## src/pcd_pkg.sv

```systemverilog
// Constants for the page, update-control and serial clock-role register set
// Assumes an APB slave with 32-bit data and one register per aligned word
package pcd_pkg;

  // ----------------------------------------------------------------
  // Register indices (byte address is four times the index)
  // ----------------------------------------------------------------
  localparam logic [7:0] PCD_IDX_PAGE = 8'h00;
  localparam logic [7:0] PCD_IDX_DSP = 8'h03;
  localparam logic [7:0] PCD_IDX_ROLE = 8'h0d;

  // ----------------------------------------------------------------
  // Page holding the update and role registers
  // ----------------------------------------------------------------
  localparam logic [7:0] PCD_PAGE_ZERO = 8'h00;

  // ----------------------------------------------------------------
  // Reset values
  // ----------------------------------------------------------------
  localparam logic [7:0] PCD_RST_PAGE = 8'h00;
  localparam logic [7:0] PCD_RST_DSP = 8'h00;
  localparam logic [7:0] PCD_RST_ROLE = 8'h00;

  // ----------------------------------------------------------------
  // Writable bit masks (read-only reserved bits stay zero)
  // ----------------------------------------------------------------
  localparam logic [7:0] PCD_WMASK_DSP = 8'hef;
  localparam logic [7:0] PCD_WMASK_ROLE = 8'hdf;

  // ----------------------------------------------------------------
  // Field positions
  // ----------------------------------------------------------------
  localparam int PCD_BIT_BLOCK_VOL = 1;
  localparam int PCD_BIT_ALLOW_BQ = 0;
  localparam int PCD_BIT_PRI_OVR = 7;
  localparam int PCD_BIT_SEC_OVR = 6;
  localparam int PCD_BIT_PRI_INT_FS = 2;
  localparam int PCD_BIT_SEC_INT_FS = 1;

  // ----------------------------------------------------------------
  // Bus access phases
  // ----------------------------------------------------------------
  typedef enum logic [2:0] {
    PCD_IDLE = 3'b001,
    PCD_SETUP = 3'b010,
    PCD_ACCESS = 3'b100
  } pcd_phase_type;

endpackage : pcd_pkg

```

## src/pcd_role_ctrl.sv

```systemverilog
// Controller/target pin-direction logic for one audio serial interface
// Assumes the role-configuration bit comes from elsewhere in the device
`timescale 1ns/1ps
module pcd_role_ctrl
  import pcd_pkg::*;
(
  input wire logic clock,
  input wire logic sys_rst,
  input wire logic role_config,
  input wire logic role_override,
  input wire logic internal_frame_sync,
  output logic bclk_oe,
  output logic frame_sync_pin_oe,
  output logic auto_detect_enable,
  output logic internal_frame_sync_active
);

  typedef struct packed {
    logic bclk_oe;
    logic fs_oe;
    logic auto_det;
    logic int_fs;
  } pcd_role_state_type;

  pcd_role_state_type state;
  pcd_role_state_type next_state;

  // ----------------------------------------------------------------
  // Direction decode
  // ----------------------------------------------------------------
  always_comb begin
    next_state = state;
    if (role_override) begin
      next_state.bclk_oe = role_config;
      next_state.fs_oe = ~role_config;
    end else begin
      next_state.bclk_oe = role_config;
      next_state.fs_oe = role_config;
    end
    next_state.auto_det = ~role_override;
    next_state.int_fs = role_config & internal_frame_sync;
  end

  always_ff @(posedge clock or posedge sys_rst) begin
    if (sys_rst) begin
      state <= '0;
    end else begin
      state <= next_state;
    end
  end

  assign bclk_oe = state.bclk_oe;
  assign frame_sync_pin_oe = state.fs_oe;
  assign auto_detect_enable = state.auto_det;
  assign internal_frame_sync_active = state.int_fs;

  // ----------------------------------------------------------------
  // Checks
  // ----------------------------------------------------------------
  a_follow_role: assert property (@(posedge clock) disable iff (sys_rst)
    !role_override |=> (bclk_oe == $past(role_config)) && (frame_sync_pin_oe == bclk_oe))
    else $error("role not followed without override");
  a_auto_detect_off: assert property (@(posedge clock) disable iff (sys_rst)
    role_override |=> !auto_detect_enable)
    else $error("auto detect left on under override");
  a_override_target: assert property (@(posedge clock) disable iff (sys_rst)
    role_override && !role_config |=> !bclk_oe && frame_sync_pin_oe)
    else $error("override target directions wrong");
  a_override_ctrl: assert property (@(posedge clock) disable iff (sys_rst)
    role_override && role_config |=> bclk_oe && !frame_sync_pin_oe)
    else $error("override controller directions wrong");
  a_int_frame_sync_pin_sel: assert property (@(posedge clock) disable iff (sys_rst)
    role_config && internal_frame_sync |=> internal_frame_sync_active)
    else $error("internal frame sync not selected");

endmodule : pcd_role_ctrl

```

## src/pcd_config_regs.sv

```systemverilog
// Page select, runtime update control and serial clock-role registers
// Assumes an APB master on the same clock; pins are steered by two role blocks
//
// Contract
// - An 8-bit page-select register sits at index 0x0 on every page.
// - The page-select value is the page number directly, 0 to 255.
// - Bit 1 at index 0x3 set blocks volume changes while the ADC is powered.
// - Bit 0 at index 0x3 set lets biquad changes apply on the fly.
// - Bit 7 at index 0xD clear: primary role follows its role bit.
// - Bit 6 at index 0xD clear: secondary role follows its role bit.
// - A set role override turns off clock auto detection for that interface.
// - Override with role bit 0: bit clock is input, frame sync is output.
// - Override with role bit 1: bit clock is output, frame sync is input.
// - Bit 2 at index 0xD: primary controller uses internal frame sync.
// - Bit 1 at index 0xD: secondary controller uses internal frame sync.
`timescale 1ns/1ps
module pcd_config_regs
  import pcd_pkg::*;
#(
  parameter int ADDR_WIDTH = 12
)
(
  input wire logic clock,
  input wire logic sys_rst,
  input wire logic psel,
  input wire logic penable,
  input wire logic pwrite,
  input wire logic [ADDR_WIDTH-1:0] paddr,
  input wire logic [31:0] pwdata,
  input wire logic [3:0] pstrb,
  output logic [31:0] prdata,
  output logic pready,
  output logic pslverr,
  output logic [7:0] active_page,
  input wire logic adc_powered,
  input wire logic volume_change_req,
  output logic volume_change_apply,
  input wire logic biquad_change_req,
  output logic biquad_change_apply,
  output logic block_runtime_volume_change,
  output logic allow_runtime_biquad_change,
  input wire logic primary_role_config,
  input wire logic secondary_role_config,
  output logic primary_bclk_oe,
  output logic primary_frame_sync_pin_oe,
  output logic primary_auto_detect_enable,
  output logic primary_internal_frame_sync,
  output logic secondary_bclk_oe,
  output logic secondary_frame_sync_pin_oe,
  output logic secondary_auto_detect_enable,
  output logic secondary_internal_frame_sync
);

  // ----------------------------------------------------------------
  // Helpers
  // ----------------------------------------------------------------
  function automatic logic [7:0] reg_index(input logic [ADDR_WIDTH-1:0] addr);
    reg_index = addr[9:2];
  endfunction : reg_index

  function automatic logic addr_legal(input logic [ADDR_WIDTH-1:0] addr);
    addr_legal = (addr[1:0] == 2'b00) && (addr[ADDR_WIDTH-1:10] == '0);
  endfunction : addr_legal

  function automatic logic [7:0] masked_write(input logic [7:0] old_value,
                                              input logic [7:0] new_value,
                                              input logic [7:0] mask);
    masked_write = (old_value & ~mask) | (new_value & mask);
  endfunction : masked_write

  // ----------------------------------------------------------------
  // State
  // ----------------------------------------------------------------
  typedef struct packed {
    pcd_phase_type phase;
    logic [7:0] page;
    logic [7:0] dsp;
    logic [7:0] role;
    logic [31:0] rdata;
    logic vol_apply;
    logic bq_apply;
  } pcd_regs_state_type;

  pcd_regs_state_type state;
  pcd_regs_state_type next_state;

  logic [7:0] idx;
  logic legal;
  logic hit_page;
  logic hit_dsp;
  logic hit_role;
  logic mapped;
  logic setup_cycle;
  logic access_cycle;
  logic wr_fire;
  logic wr_lane;
  logic [7:0] wr_byte;
  logic [7:0] rd_byte;

  // ----------------------------------------------------------------
  // Address decode
  // ----------------------------------------------------------------
  assign idx = reg_index(paddr);
  assign legal = addr_legal(paddr);
  assign hit_page = legal && (idx == PCD_IDX_PAGE);
  assign hit_dsp = legal && (state.page == PCD_PAGE_ZERO) && (idx == PCD_IDX_DSP);
  assign hit_role = legal && (state.page == PCD_PAGE_ZERO) && (idx == PCD_IDX_ROLE);
  assign mapped = hit_page || hit_dsp || hit_role;

  assign setup_cycle = psel && !penable;
  assign access_cycle = psel && penable;
  assign wr_fire = access_cycle && pwrite && mapped;
  assign wr_lane = pstrb[0];
  assign wr_byte = pwdata[7:0];

  // ----------------------------------------------------------------
  // Read mux
  // ----------------------------------------------------------------
  always_comb begin
    rd_byte = 8'h00;
    if (hit_page) begin
      rd_byte = state.page;
    end else if (hit_dsp) begin
      rd_byte = state.dsp;
    end else if (hit_role) begin
      rd_byte = state.role;
    end
  end

  // ----------------------------------------------------------------
  // Next state
  // ----------------------------------------------------------------
  always_comb begin
    next_state = state;
    unique case (state.phase)
      PCD_IDLE: begin
        if (setup_cycle) begin
          next_state.phase = PCD_SETUP;
        end
      end
      PCD_SETUP: begin
        if (access_cycle) begin
          next_state.phase = PCD_ACCESS;
        end else if (!psel) begin
          next_state.phase = PCD_IDLE;
        end
      end
      PCD_ACCESS: begin
        if (setup_cycle) begin
          next_state.phase = PCD_SETUP;
        end else begin
          next_state.phase = PCD_IDLE;
        end
      end
      default: begin
        next_state.phase = PCD_IDLE;
      end
    endcase

    // Read data captured in the setup cycle
    if (setup_cycle && !pwrite) begin
      next_state.rdata = {24'h000000, rd_byte};
    end

    if (wr_fire && wr_lane) begin
      if (hit_page) begin
        next_state.page = wr_byte;
      end
      if (hit_dsp) begin
        next_state.dsp = masked_write(state.dsp, wr_byte, PCD_WMASK_DSP);
      end
      if (hit_role) begin
        next_state.role = masked_write(state.role, wr_byte, PCD_WMASK_ROLE);
      end
    end

    next_state.vol_apply = volume_change_req &&
                           !(state.dsp[PCD_BIT_BLOCK_VOL] && adc_powered);
    next_state.bq_apply = biquad_change_req && state.dsp[PCD_BIT_ALLOW_BQ];
  end

  always_ff @(posedge clock or posedge sys_rst) begin
    if (sys_rst) begin
      state.phase <= PCD_IDLE;
      state.page <= PCD_RST_PAGE;
      state.dsp <= PCD_RST_DSP;
      state.role <= PCD_RST_ROLE;
      state.rdata <= 32'h00000000;
      state.vol_apply <= 1'b0;
      state.bq_apply <= 1'b0;
    end else begin
      state <= next_state;
    end
  end

  // ----------------------------------------------------------------
  // Outputs
  // ----------------------------------------------------------------
  assign prdata = state.rdata;
  assign pready = 1'b1;
  assign pslverr = access_cycle && !mapped;
  assign active_page = state.page;
  assign volume_change_apply = state.vol_apply;
  assign biquad_change_apply = state.bq_apply;
  assign block_runtime_volume_change = state.dsp[PCD_BIT_BLOCK_VOL];
  assign allow_runtime_biquad_change = state.dsp[PCD_BIT_ALLOW_BQ];

  // ----------------------------------------------------------------
  // Serial interface roles
  // ----------------------------------------------------------------
  // primary role
  pcd_role_ctrl u_primary (
    .clock(clock),
    .sys_rst(sys_rst),
    .role_config(primary_role_config),
    .role_override(state.role[PCD_BIT_PRI_OVR]),
    .internal_frame_sync(state.role[PCD_BIT_PRI_INT_FS]),
    .bclk_oe(primary_bclk_oe),
    .frame_sync_pin_oe(primary_frame_sync_pin_oe),
    .auto_detect_enable(primary_auto_detect_enable),
    .internal_frame_sync_active(primary_internal_frame_sync)
  );

  pcd_role_ctrl u_secondary (
    .clock(clock),
    .sys_rst(sys_rst),
    .role_config(secondary_role_config),
    .role_override(state.role[PCD_BIT_SEC_OVR]),
    .internal_frame_sync(state.role[PCD_BIT_SEC_INT_FS]),
    .bclk_oe(secondary_bclk_oe),
    .frame_sync_pin_oe(secondary_frame_sync_pin_oe),
    .auto_detect_enable(secondary_auto_detect_enable),
    .internal_frame_sync_active(secondary_internal_frame_sync)
  );

  // ----------------------------------------------------------------
  // Checks
  // ----------------------------------------------------------------
  a_page_write: assert property (@(posedge clock) disable iff (sys_rst)
    wr_fire && wr_lane && hit_page |=> active_page == $past(wr_byte))
    else $error("page select not written");
  a_page_hold: assert property (@(posedge clock) disable iff (sys_rst)
    !(wr_fire && hit_page) |=> $stable(active_page))
    else $error("page changed without a write");
  a_page_decode: assert property (@(posedge clock) disable iff (sys_rst)
    access_cycle && legal && (idx == PCD_IDX_DSP) && (active_page != PCD_PAGE_ZERO)
    |-> pslverr)
    else $error("off-page access decoded as page zero");
  a_volume_block: assert property (@(posedge clock) disable iff (sys_rst)
    volume_change_req && block_runtime_volume_change && adc_powered
    |=> !volume_change_apply)
    else $error("volume change applied while blocked");
  a_volume_pass: assert property (@(posedge clock) disable iff (sys_rst)
    volume_change_req && !block_runtime_volume_change |=> volume_change_apply)
    else $error("volume change dropped while allowed");
  a_biquad_gate: assert property (@(posedge clock) disable iff (sys_rst)
    biquad_change_req |=> biquad_change_apply == $past(allow_runtime_biquad_change))
    else $error("biquad update gate wrong");
  a_secondary_follow: assert property (@(posedge clock) disable iff (sys_rst)
    !state.role[PCD_BIT_SEC_OVR] ##1 !state.role[PCD_BIT_SEC_OVR]
    |-> secondary_bclk_oe == $past(secondary_role_config))
    else $error("secondary role not followed");
  a_secondary_frame_sync_pin: assert property (@(posedge clock) disable iff (sys_rst)
    secondary_role_config && state.role[PCD_BIT_SEC_INT_FS]
    |=> secondary_internal_frame_sync)
    else $error("secondary internal frame sync not selected");
  a_read_data: assert property (@(posedge clock) disable iff (sys_rst)
    setup_cycle && !pwrite && hit_page ##1 access_cycle |-> prdata[7:0] == $past(active_page))
    else $error("page read back wrong");
  a_page_reach: assert property (@(posedge clock) disable iff (sys_rst)
    access_cycle && legal && (idx == PCD_IDX_PAGE) |-> !pslverr)
    else $error("page select not reachable");
  a_role_decode: assert property (@(posedge clock) disable iff (sys_rst)
    access_cycle && legal && (idx == PCD_IDX_ROLE) && (active_page != PCD_PAGE_ZERO)
    |-> pslverr)
    else $error("off-page role access decoded as page zero");
  a_error_illegal: assert property (@(posedge clock) disable iff (sys_rst)
    access_cycle && !legal |-> pslverr)
    else $error("illegal address accepted");
  a_volume_idle: assert property (@(posedge clock) disable iff (sys_rst)
    volume_change_req && !adc_powered |=> volume_change_apply)
    else $error("volume change dropped with the ADC off");
  a_dsp_hold: assert property (@(posedge clock) disable iff (sys_rst)
    !(wr_fire && hit_dsp) |=> $stable(allow_runtime_biquad_change))
    else $error("update control changed without a write");
  a_role_hold: assert property (@(posedge clock) disable iff (sys_rst)
    !(wr_fire && hit_role) |=> $stable(state.role))
    else $error("role control changed without a write");
  a_primary_follow: assert property (@(posedge clock) disable iff (sys_rst)
    !state.role[PCD_BIT_PRI_OVR] ##1 !state.role[PCD_BIT_PRI_OVR]
    |-> primary_bclk_oe == $past(primary_role_config))
    else $error("primary role not followed");
  a_primary_frame_sync_pin: assert property (@(posedge clock) disable iff (sys_rst)
    primary_role_config && state.role[PCD_BIT_PRI_INT_FS]
    |=> primary_internal_frame_sync)
    else $error("primary internal frame sync not selected");
  a_external_frame_sync_pin: assert property (@(posedge clock) disable iff (sys_rst)
    !state.role[PCD_BIT_PRI_INT_FS] |=> !primary_internal_frame_sync)
    else $error("external frame sync not kept");

endmodule : pcd_config_regs

```

## config.mk

```make
export PLATFORM = sky130hd
export DESIGN_NAME = pcd_config_regs
export DESIGN_NICKNAME = d
export VERILOG_FILES = /design/src/pcd_pkg.sv /design/src/pcd_role_ctrl.sv /design/src/pcd_config_regs.sv
export SDC_FILE = /design/constraint.sdc
export NUM_CORES = 1
export LEC_CHECK = 0
export BUFFER_PORTS_ARGS = -buffer_cell sky130_fd_sc_hd__buf_2
export CORE_ASPECT_RATIO = 1.75
export CORE_MARGIN = 1
export CORE_UTILIZATION = 35
export CTS_CLUSTER_DIAMETER = 120
export DETAILED_ROUTE_END_ITERATION = 8
export PLACE_DENSITY = 0.76
export REMOVE_ABC_BUFFERS = 1
export SETUP_SLACK_MARGIN = 0.3
export SLEW_MARGIN = 20
export SYNTH_ARGS = -nofsm -noshare
export SYNTH_HDL_FRONTEND = slang
export SYNTH_HIERARCHICAL = 1
export SYNTH_SLANG_ARGS = --single-unit
```

## constraint.sdc

```tcl
create_clock -name clock -period 4.75 [get_ports clock]
set_clock_uncertainty 0.05 [all_clocks]
set_input_delay 0.475 -clock clock [delete_from_list [all_inputs] [get_ports clock]]
set_output_delay 0.475 -clock clock [all_outputs]
set_load 0.01 [all_outputs]
```

==> flow_metrics.tcl, run 1 <==
set metrics [dict create \
    hp-class "primary input to flip-flop" \
    die_h_um 103 \
    fin_crit_ns 2.25 \
    setup_viol 0 \
    cpPeakStageDelay_ns 0.46 \
    dp_slack_ns 2.36 \
    fin_ws_ns 2.50 \
    drt_iter0_drc 57 \
    dp_hpwl_mm 3.10 \
    synth_mux_area_share_pct 12.1 \
    clockBufferDepth 2 \
    yosysWarnings 6 \
    wirelength_mm 4.04 \
    clkTransAtPathRegs_ns 0.07 \
    nets 284 \
    gp_congestion 0.782 \
    p_comb_share_pct 7.9 \
    status "finished, final reports clean" \
    vias_per_cell 4.63 \
    switching_share_pct 23.3 \
    setup_tns_ns 0 \
    multi_input_area_um2 776 \
    drv_slew 0 \
    p_seq_share_pct 57.4 \
    drv_cap 0 \
    largest_reg_flops 12 \
    wl_per_cell_um 13.4 \
    max_freq_ghz 0.444 \
    timing.final.crit_share_pct 47.4 \
    critPathMaxFanout 5 \
    coreArea_um2 5630 \
    htreeDepth 2 \
    synth_area_um2 2060 \
    yosysUniqueCellTypes 32 \
    initial_core_util_pct 36.5 \
    pwr-share-clk_pct 34.6 \
    cp.required_ns 4.22 \
    tightest_slew_ns 0.863 \
    drtPass1Iterations 4 \
    powerDensity_nw_per_um2 259 \
    yosys.area_share.xor_xnor_pct 0.852 \
    synthAdderAreaFrac_pct 0 \
    root_buffer "clkbuf_8" \
    grt_max_degree 32 \
    clk_latency_ns 0.28 \
    r2r_slack_ns 2.54 \
    num_io_pins 112 \
    seqCellArea_um2 1000 \
    synth-compound-area-share_pct 7.00 \
    ys_ff_latch 40 \
    end_kind "output pin" \
    worst_path_max_delay_cell "nor3_1" \
    rows 36 \
    yosys.area_share.simple_pct 13.3 \
    globalRouteTotalUtil_pct 13.4 \
    worst_ep_arrival_time_ns 1.73 \
    p_leak_nw 1.21 \
    internal_power_mw 0.458 \
    syn2layout_area_growth_pct 12.4 \
    synth_top_family_by_area "buffers and inverters" \
    syn-mean-instance-area_um2 11.5 \
    nFillCells 546 \
    first_global_vias 1273 \
    p_sw_mw 0.139 \
    drive_gt1_share_pct 41.2 \
    vias 1398 \
    rsz0062_at_grt "no" \
    crit_type "flip-flop to output pin" \
    synth_seq_area_share_pct 48.7 \
    antennaDiodeCount 0 \
    cts_sinks 40 \
    relSlewSlack_pct 42.0 \
    cts_tree "done" \
    largest-register "state" \
    start_kind "flip-flop" \
    drc 0 \
    grt_pass1_wl_mm 6.02 \
    crit_chain "nor3_1 > o21ai_0 > o21bai_1 > a31oi_1 > buf_2" \
    overflow 0 \
    ir_drop_mv 0.133 \
    cts_buffers 5 \
    grt_antenna_before_repair 0 \
    drtAntennaViolNets 0 \
    post-route-util_pct 41.0 \
    cts_setup_buffers 0 \
    numPortBuffers 59 \
    dieArea_um2 6200 \
    hold_violations 0 \
    dieWidth_um 59.9 \
    synthCells 178 \
]
cell usage after synthesis:
cell type / instances / area [µm²]
buf_2: 1 / 5.00
nand4_1: 1 / 6.26
inv_1: 13 / 48.8
clkbuf_1: 1 / 3.75
nor3_4: 2 / 32.5
o21ai_0: 9 / 45.0
nor4_1: 1 / 6.26
conb_1: 2 / 7.51
xor2_1: 2 / 17.5
or2_1: 1 / 6.26
mux2_2: 19 / 214
nand3_1: 3 / 15.0
nand2_1: 13 / 48.8
nor4_4: 2 / 42.5
and2_1: 3 / 18.8
or3b_2: 1 / 8.76
nor3_1: 2 / 10.0
nand4_4: 1 / 21.3
nor4b_2: 1 / 15.0
dfrtp_1: 40 / 1000
buf_4: 41 / 308
a21boi_0: 1 / 7.51
a221o_1: 6 / 60.1
o22a_1: 2 / 17.5
nor3b_1: 1 / 7.51
nor4_2: 1 / 12.5
nor2_1: 1 / 3.75
mux2_1: 3 / 33.8
and3b_1: 1 / 8.76
a31oi_1: 1 / 6.26
o21bai_1: 1 / 7.51
nand4b_1: 1 / 8.76
final timing paths:
| check | from | to | cells after the start |
|---|---|---|---|
| hold / removal | primary_role_config | u_primary/bclk_oe | 1 |
| min in group asynchronous | sys_rst | volume_change_apply | 3 |
| max in group asynchronous | sys_rst | active_page[3] | 4 |
| hold reg to reg | prdata[5] | prdata[5] | 2 |
| setup reg to reg | active_page[3] | prdata[6] | 4 |
| setup / recovery | active_page[3] | pslverr | 5 |
worst max-delay path, delay by kind of cell, from the launching register on:
family | cells | cell delay [ns]
and+or+nand+nor | 1 | 0.46
AOI/OAI and AO/OA | 3 | 0.42
DFF | 1 | 0.42
buffers and inverters | 1 | 0.16
timing repair:
action,4_1_cts,5_1_grt
setup endpoints to repair,0,0
endpoints found under the hold margin,1,0
gates resized for setup,0,0
hold buffers,1,0
power groups by stage:
stage	combinational, mW	clock, mW	sequential [mW]
finish	0.0474	0.207	0.343
global route	0.0543	0.220	0.343
detailed placement	0.0472	0	0.350
floorplan	0.0224	0	0.351
CTS	0.0479	0.210	0.343
global placement	0.0463	0	0.350
layout by cell type (no fill, tap or decap), drive strengths merged:
cell type,instances
a221o,6
mux2,22
a21boi,1
a31oi,1
o21bai,1
buf,60
dfrtp,40
o21ai,9
nor4b,1
nand4b,1
or2,1
dlygate4sd3,1
nor3,4
o22a,2
nor4,4
conb,25
or3b,1
and3b,1
clkinv,1
nor3b,1
nand4,2
nand2,13
nand3,3
xor2,2
nor2,1
clkbuf,6
inv,13
and2,3
layer usage:
metal | vias to the layer above | GRT usage [%] | wire length [µm]
li1 | 633 | - | -
met1 | 672 | 15.2 | 1480
met2 | 86 | 23.8 | 2170
met3 | 7 | 2.49 | 317
met4 | 0 | 5.55 | 70
met5 | - | 0 | 0
stage by stage:
| stage | hold slack [ns] | power [mW] | cells | instance area [µm²] |
|---|---|---|---|---|
| after CTS | 0.275 | 0.601 | 302 | 2310 |
| after global placement | 0.300 | 0.396 | 294 | 2220 |
| after global routing | 0.278 | 0.618 | 302 | 2310 |
| final | 0.277 | 0.598 | 302 | 2310 |
| after detailed placement | 0.300 | 0.397 | 294 | 2220 |
| after floorplan | 0.191 | 0.374 | 158 | 1830 |
final cells by class:
class                           count  area share [%]
Clock inverter                      1           0.217
Multi-Input combinational cell    105            33.6
Timing Repair Buffer               61            13.5
Clock buffer                        6            3.14
Tap cell                           76            4.11
Sequential cell                    40            43.3
Inverter                           13            2.11
logic make-up (layout without fill, tap and decap cells):
group                  Yosys count  after routing
buffers and inverters           56             81
flip-flops                      40             40
AND/OR/NAND/NOR                 36             36
multiplexers                    22             22
AO/OA/AOI/OAI                   20             20
other                            2             25
XOR/XNOR                         2              2
Note: power is estimated with default switching activity, not from simulation.
==> run 2: changes to the inputs <==
Clock period 4.75 ns to 2.1 ns, I/O delays scaled along.
==> flow_metrics.tcl, run 2 (same netlist as run 1, synthesis figures left out) <==
set metrics [dict create \
    dieWidth_um 59.9 \
    overflow 0 \
    wirelength_mm 4.42 \
    gp_congestion 0.785 \
    cts_sinks 40 \
    max_freq_ghz 0.532 \
    r2r_slack_ns 0.22 \
    setup_tns_ns 0 \
    dp_hpwl_mm 3.23 \
    timing.final.crit_share_pct 89.5 \
    min_path_cells 2 \
    wl_per_cell_um 13.8 \
    layout_commonest_cell "buf_2" \
    status "finished, final reports clean" \
    antennaDiodeCount 0 \
    cts_buffers 5 \
    drtAntennaViolNets 0 \
    final_cells 320 \
    first_global_vias 1415 \
    end_kind "flip-flop" \
    min_from "adc_powered" \
    vias 1449 \
    cp.required_ns 2.23 \
    grt_max_degree 32 \
    largest_reg_flops 12 \
    die_h_um 103 \
    clk_latency_ns 0.29 \
    powerDensity_nw_per_um2 558 \
    nets 301 \
    hp-class "primary input to flip-flop" \
    clkTransAtPathRegs_ns 0.08 \
    p_leak_nw 1.33 \
    htreeDepth 2 \
    rsz0062_at_grt "yes" \
    fin_crit_ns 1.88 \
    vias_per_cell 4.53 \
    worst_ep_arrival_time_ns 2.01 \
    grt_pass1_wl_mm 6.77 \
    drv_slew 0 \
    clockBufferDepth 2 \
    layout_common_cells "buf_2, dfrtp_1, conb_1" \
    cts_tree "done" \
    dieArea_um2 6200 \
    critPathMaxFanout 7 \
    setup_viol 0 \
    coreArea_um2 5630 \
    drive_gt1_share_pct 47.5 \
    dp.cells 303 \
    drtPass1Iterations 4 \
    post-route-util_pct 45.8 \
    largest-register "state" \
    nFillCells 516 \
    power_mw 1.44 \
    drt_iter0_drc 42 \
    crit_type "flip-flop to flip-flop" \
    reg2reg_to "state[37]" \
    syn2layout_area_growth_pct 25.4 \
    start_kind "flip-flop" \
    numPortBuffers 59 \
    root_buffer "clkbuf_8" \
    rr_worst_depth 6 \
    num_io_pins 112 \
    timing.rr.start "active_page[4]" \
    hold_violations 0 \
    initial_core_util_pct 36.5 \
    ir_drop_mv 0.401 \
    drv_cap 0 \
    grt_antenna_before_repair 0 \
    drc 0 \
    globalRouteTotalUtil_pct 14.9 \
    rows 36 \
    hold_end "volume_change_apply" \
]
==> run 2: worst max-delay path by stage <==
| stage | from | to | slack (ns) | cells past startpoint |
|---|---|---|---|---|
| after CTS | active_page[6] | state[48] | 0.21 | 6 |
| final | active_page[4] | state[37] | 0.22 | 6 |
| after floorplan | active_page[4] | state[36] | 0.20 | 4 |
| after global placement | paddr[3] | active_page[6] | 0.19 | 5 |
| after detailed placement | active_page[4] | state[34] | 0.17 | 6 |
| after global routing | active_page[4] | pslverr | 0.11 | 6 |
==> run 2: what timing repair did <==
item / in CTS / in global routing
hold buffers: 3 / 0
buffers inserted: 4 / 2
gates resized for setup: 14 / 8
pin swaps: 4 / 6
hold endpoints to repair: 11 / 0
setup endpoints to repair: 15 / 21
==> run 2: routing by layer <==
metal / global-route usage, % / share of wire (%)
met2: 26.7 / 54
met5: 0 / 0
met4: 6.44 / 2.2
met3: 2.24 / 4.4
met1: 17.1 / 40
==> run 2: power breakdown <==
group	total, mW	internal (mW)	switching, mW	leakage, nW
Clock	0.543	0.266	0.277	0.0434
Sequential	0.776	0.775	0.00149	0.537
Combinational	0.120	0.0437	0.0763	0.751
Total	1.44	1.08	0.355	1.33
==> run 2: per-stage QoR <==
stage	instance area (µm²)	setup slack [ns]	hold slack, ns
global placement	2320	0.190	0.0347
global route	2580	0.109	0.0613
CTS	2530	0.214	0.0384
floorplan	1830	0.197	-0.0739
detailed placement	2320	0.170	0.0352
finish	2580	0.219	0.0405
==> run 2: critical path: stages, from the launching register on <==
cell	delay, ns
dfrtp_1	0.40
nor4b_2	0.27
buf_4	0.18
nand4_4	0.15
nor3_4	0.24
buf_12	0.17
mux2_4	0.30
==> run 2: cell type report <==
| cell class | count | area [µm²] | area share [%] |
|---|---|---|---|
| Tap cell | 76 | 95.1 | 3.69 |
| Clock inverter | 2 | 15.0 | 0.582 |
| Sequential cell | 40 | 1000 | 38.8 |
| Timing Repair Buffer | 78 | 478 | 18.5 |
| Clock buffer | 6 | 82.6 | 3.20 |
| Inverter | 13 | 48.8 | 1.89 |
| Multi-Input combinational cell | 105 | 858 | 33.3 |
==> run 3: changes to the inputs <==
Settings changed: HOLD_SLACK_MARGIN set to 0.1, REMOVE_ABC_BUFFERS 1 to unset.
==> flow_metrics.tcl, run 3 (same netlist as run 1, synthesis figures left out) <==
set metrics [dict create \
    dieWidth_um 59.9 \
    rsz0062_at_grt "yes" \
    grt_antenna_before_repair 0 \
    largest_reg_flops 12 \
    setup_viol 0 \
    fin_crit_ns 1.89 \
    grt_pass1_wl_mm 6.71 \
    gp_congestion 0.781 \
    final_area_um2 2580 \
    dp.cells 301 \
    vias_per_cell 4.55 \
    layout_common_cells "buf_2, dfrtp_1, conb_1" \
    crit_chain "nor4b_4 > nand4_4 > nor3_4 > buf_12 > mux2_4" \
    crit_type "flip-flop to flip-flop" \
    root_buffer "clkbuf_8" \
    critPathMaxFanout 7 \
    cts_buffers 5 \
    globalRouteTotalUtil_pct 15.0 \
    drt_iter0_drc 39 \
    worst_ep_arrival_time_ns 2.01 \
    grt_max_degree 32 \
    start_kind "flip-flop" \
    drv_cap 0 \
    coreArea_um2 5630 \
    first_global_vias 1378 \
    setup_tns_ns 0 \
    wirelength_mm 4.39 \
    fin_ws_ns 0.215 \
    post-route-util_pct 45.9 \
    final_cells 319 \
    postPlaceCellArea_um2 2310 \
    wl_per_cell_um 13.8 \
    dp_hpwl_mm 3.19 \
    cpPeakStageDelay_ns 0.42 \
    htreeDepth 2 \
    layout_commonest_cell "buf_2" \
    p_leak_nw 1.34 \
    cts_tree "done" \
    drtAntennaViolNets 0 \
    end_kind "flip-flop" \
    initial_core_util_pct 36.5 \
    switching_share_pct 21.9 \
    path_buf_inv 1 \
    vias 1450 \
    status "finished, final reports clean" \
    drtPass1Iterations 4 \
    num_io_pins 112 \
    numPortBuffers 59 \
    cp.required_ns 2.22 \
    syn2layout_area_growth_pct 25.7 \
    ir_drop_mv 0.420 \
    internal_power_mw 1.17 \
    p_seq_share_pct 51.7 \
    drive_gt1_share_pct 44.9 \
    r2r_slack_ns 0.21 \
    powerDensity_nw_per_um2 582 \
    nets 300 \
    critPathTopFamily "simple AND/OR/NAND/NOR gates" \
    max_freq_ghz 0.530 \
    antennaDiodeCount 0 \
    cts_sinks 40 \
    hp-class "primary input to flip-flop" \
    clockBufferDepth 2 \
    dieArea_um2 6200 \
    dp_slack_ns 0.160 \
    p_comb_share_pct 8.1 \
    worst_path_max_delay_cell "dfrtp_1" \
    pwr-share-clk_pct 40.2 \
    rows 36 \
    clkTransAtPathRegs_ns 0.07 \
    die_h_um 103 \
    drv_slew 0 \
    overflow 0 \
    clk_latency_ns 0.29 \
    largest-register "state" \
    hold_violations 0 \
    timing.final.crit_share_pct 89.8 \
    p_sw_mw 0.330 \
    drc 0 \
]
-- run 3: cell count changes in the layout (fill, tap and decap cells not counted), sizes merged --
cell and delta:
buf -4, dlygate4sd3 +3, clkinvlp -2, bufinv +1, clkinv +1
-- run 3: what timing repair did --
action	4_1_cts	5_1_grt
setup endpoints to repair	15	21
pin swaps	5	2
hold buffers	5	1
buffers inserted	3	1
gates resized for setup	9	9
endpoints found under the hold margin	46	1
-- run 3: worst paths after layout --
check                      cells after the start           start                  end
hold / removal                                 2       pwdata[4]            state[38]
setup / recovery                               5  active_page[6]            state[45]
hold reg to reg                                2       prdata[4]            prdata[4]
max in group asynchronous                      4         sys_rst       active_page[3]
min in group asynchronous                      3         sys_rst  volume_change_apply
setup reg to reg                               5  active_page[6]            state[45]
-- run 3: power groups by stage --
stage                     clock (mW)  combinational [mW]  sequential (mW)
after floorplan                    0              0.0866            0.794
after global routing           0.645               0.139            0.776
final                          0.604               0.122            0.776
after detailed placement           0               0.109            0.791
after CTS                      0.614               0.119            0.776
after global placement             0               0.107            0.791
-- run 3: cell type report --
type	count	area (µm²)
Clock buffer	6	72.6
Inverter	13	48.8
Fill cell	510	3050
Tap cell	76	95.1
Sequential cell	40	1000
Timing Repair Buffer	77	474
Multi-Input combinational cell	105	857
Clock inverter	2	35.0
-- run 3: metal layers --
metal / part of all wire [%] / routed length [µm] / up-vias / track usage [%]
met4: 2.5 / 109 / 0 / 7.51
met3: 5.8 / 256 / 8 / 2.24
met5: 0 / 0 / - / 0
met2: 56 / 2440 / 67 / 26.9
li1: - / - / 668 / -
met1: 36 / 1580 / 707 / 16.6
-- run 3: stage by stage --
step | hold WS (ns) | power (mW)
after floorplan | -0.0739 | 0.881
after global placement | 0.0357 | 0.898
after detailed placement | 0.0352 | 0.900
after CTS | 0.107 | 1.51
after global routing | 0.121 | 1.56
final | 0.120 | 1.50
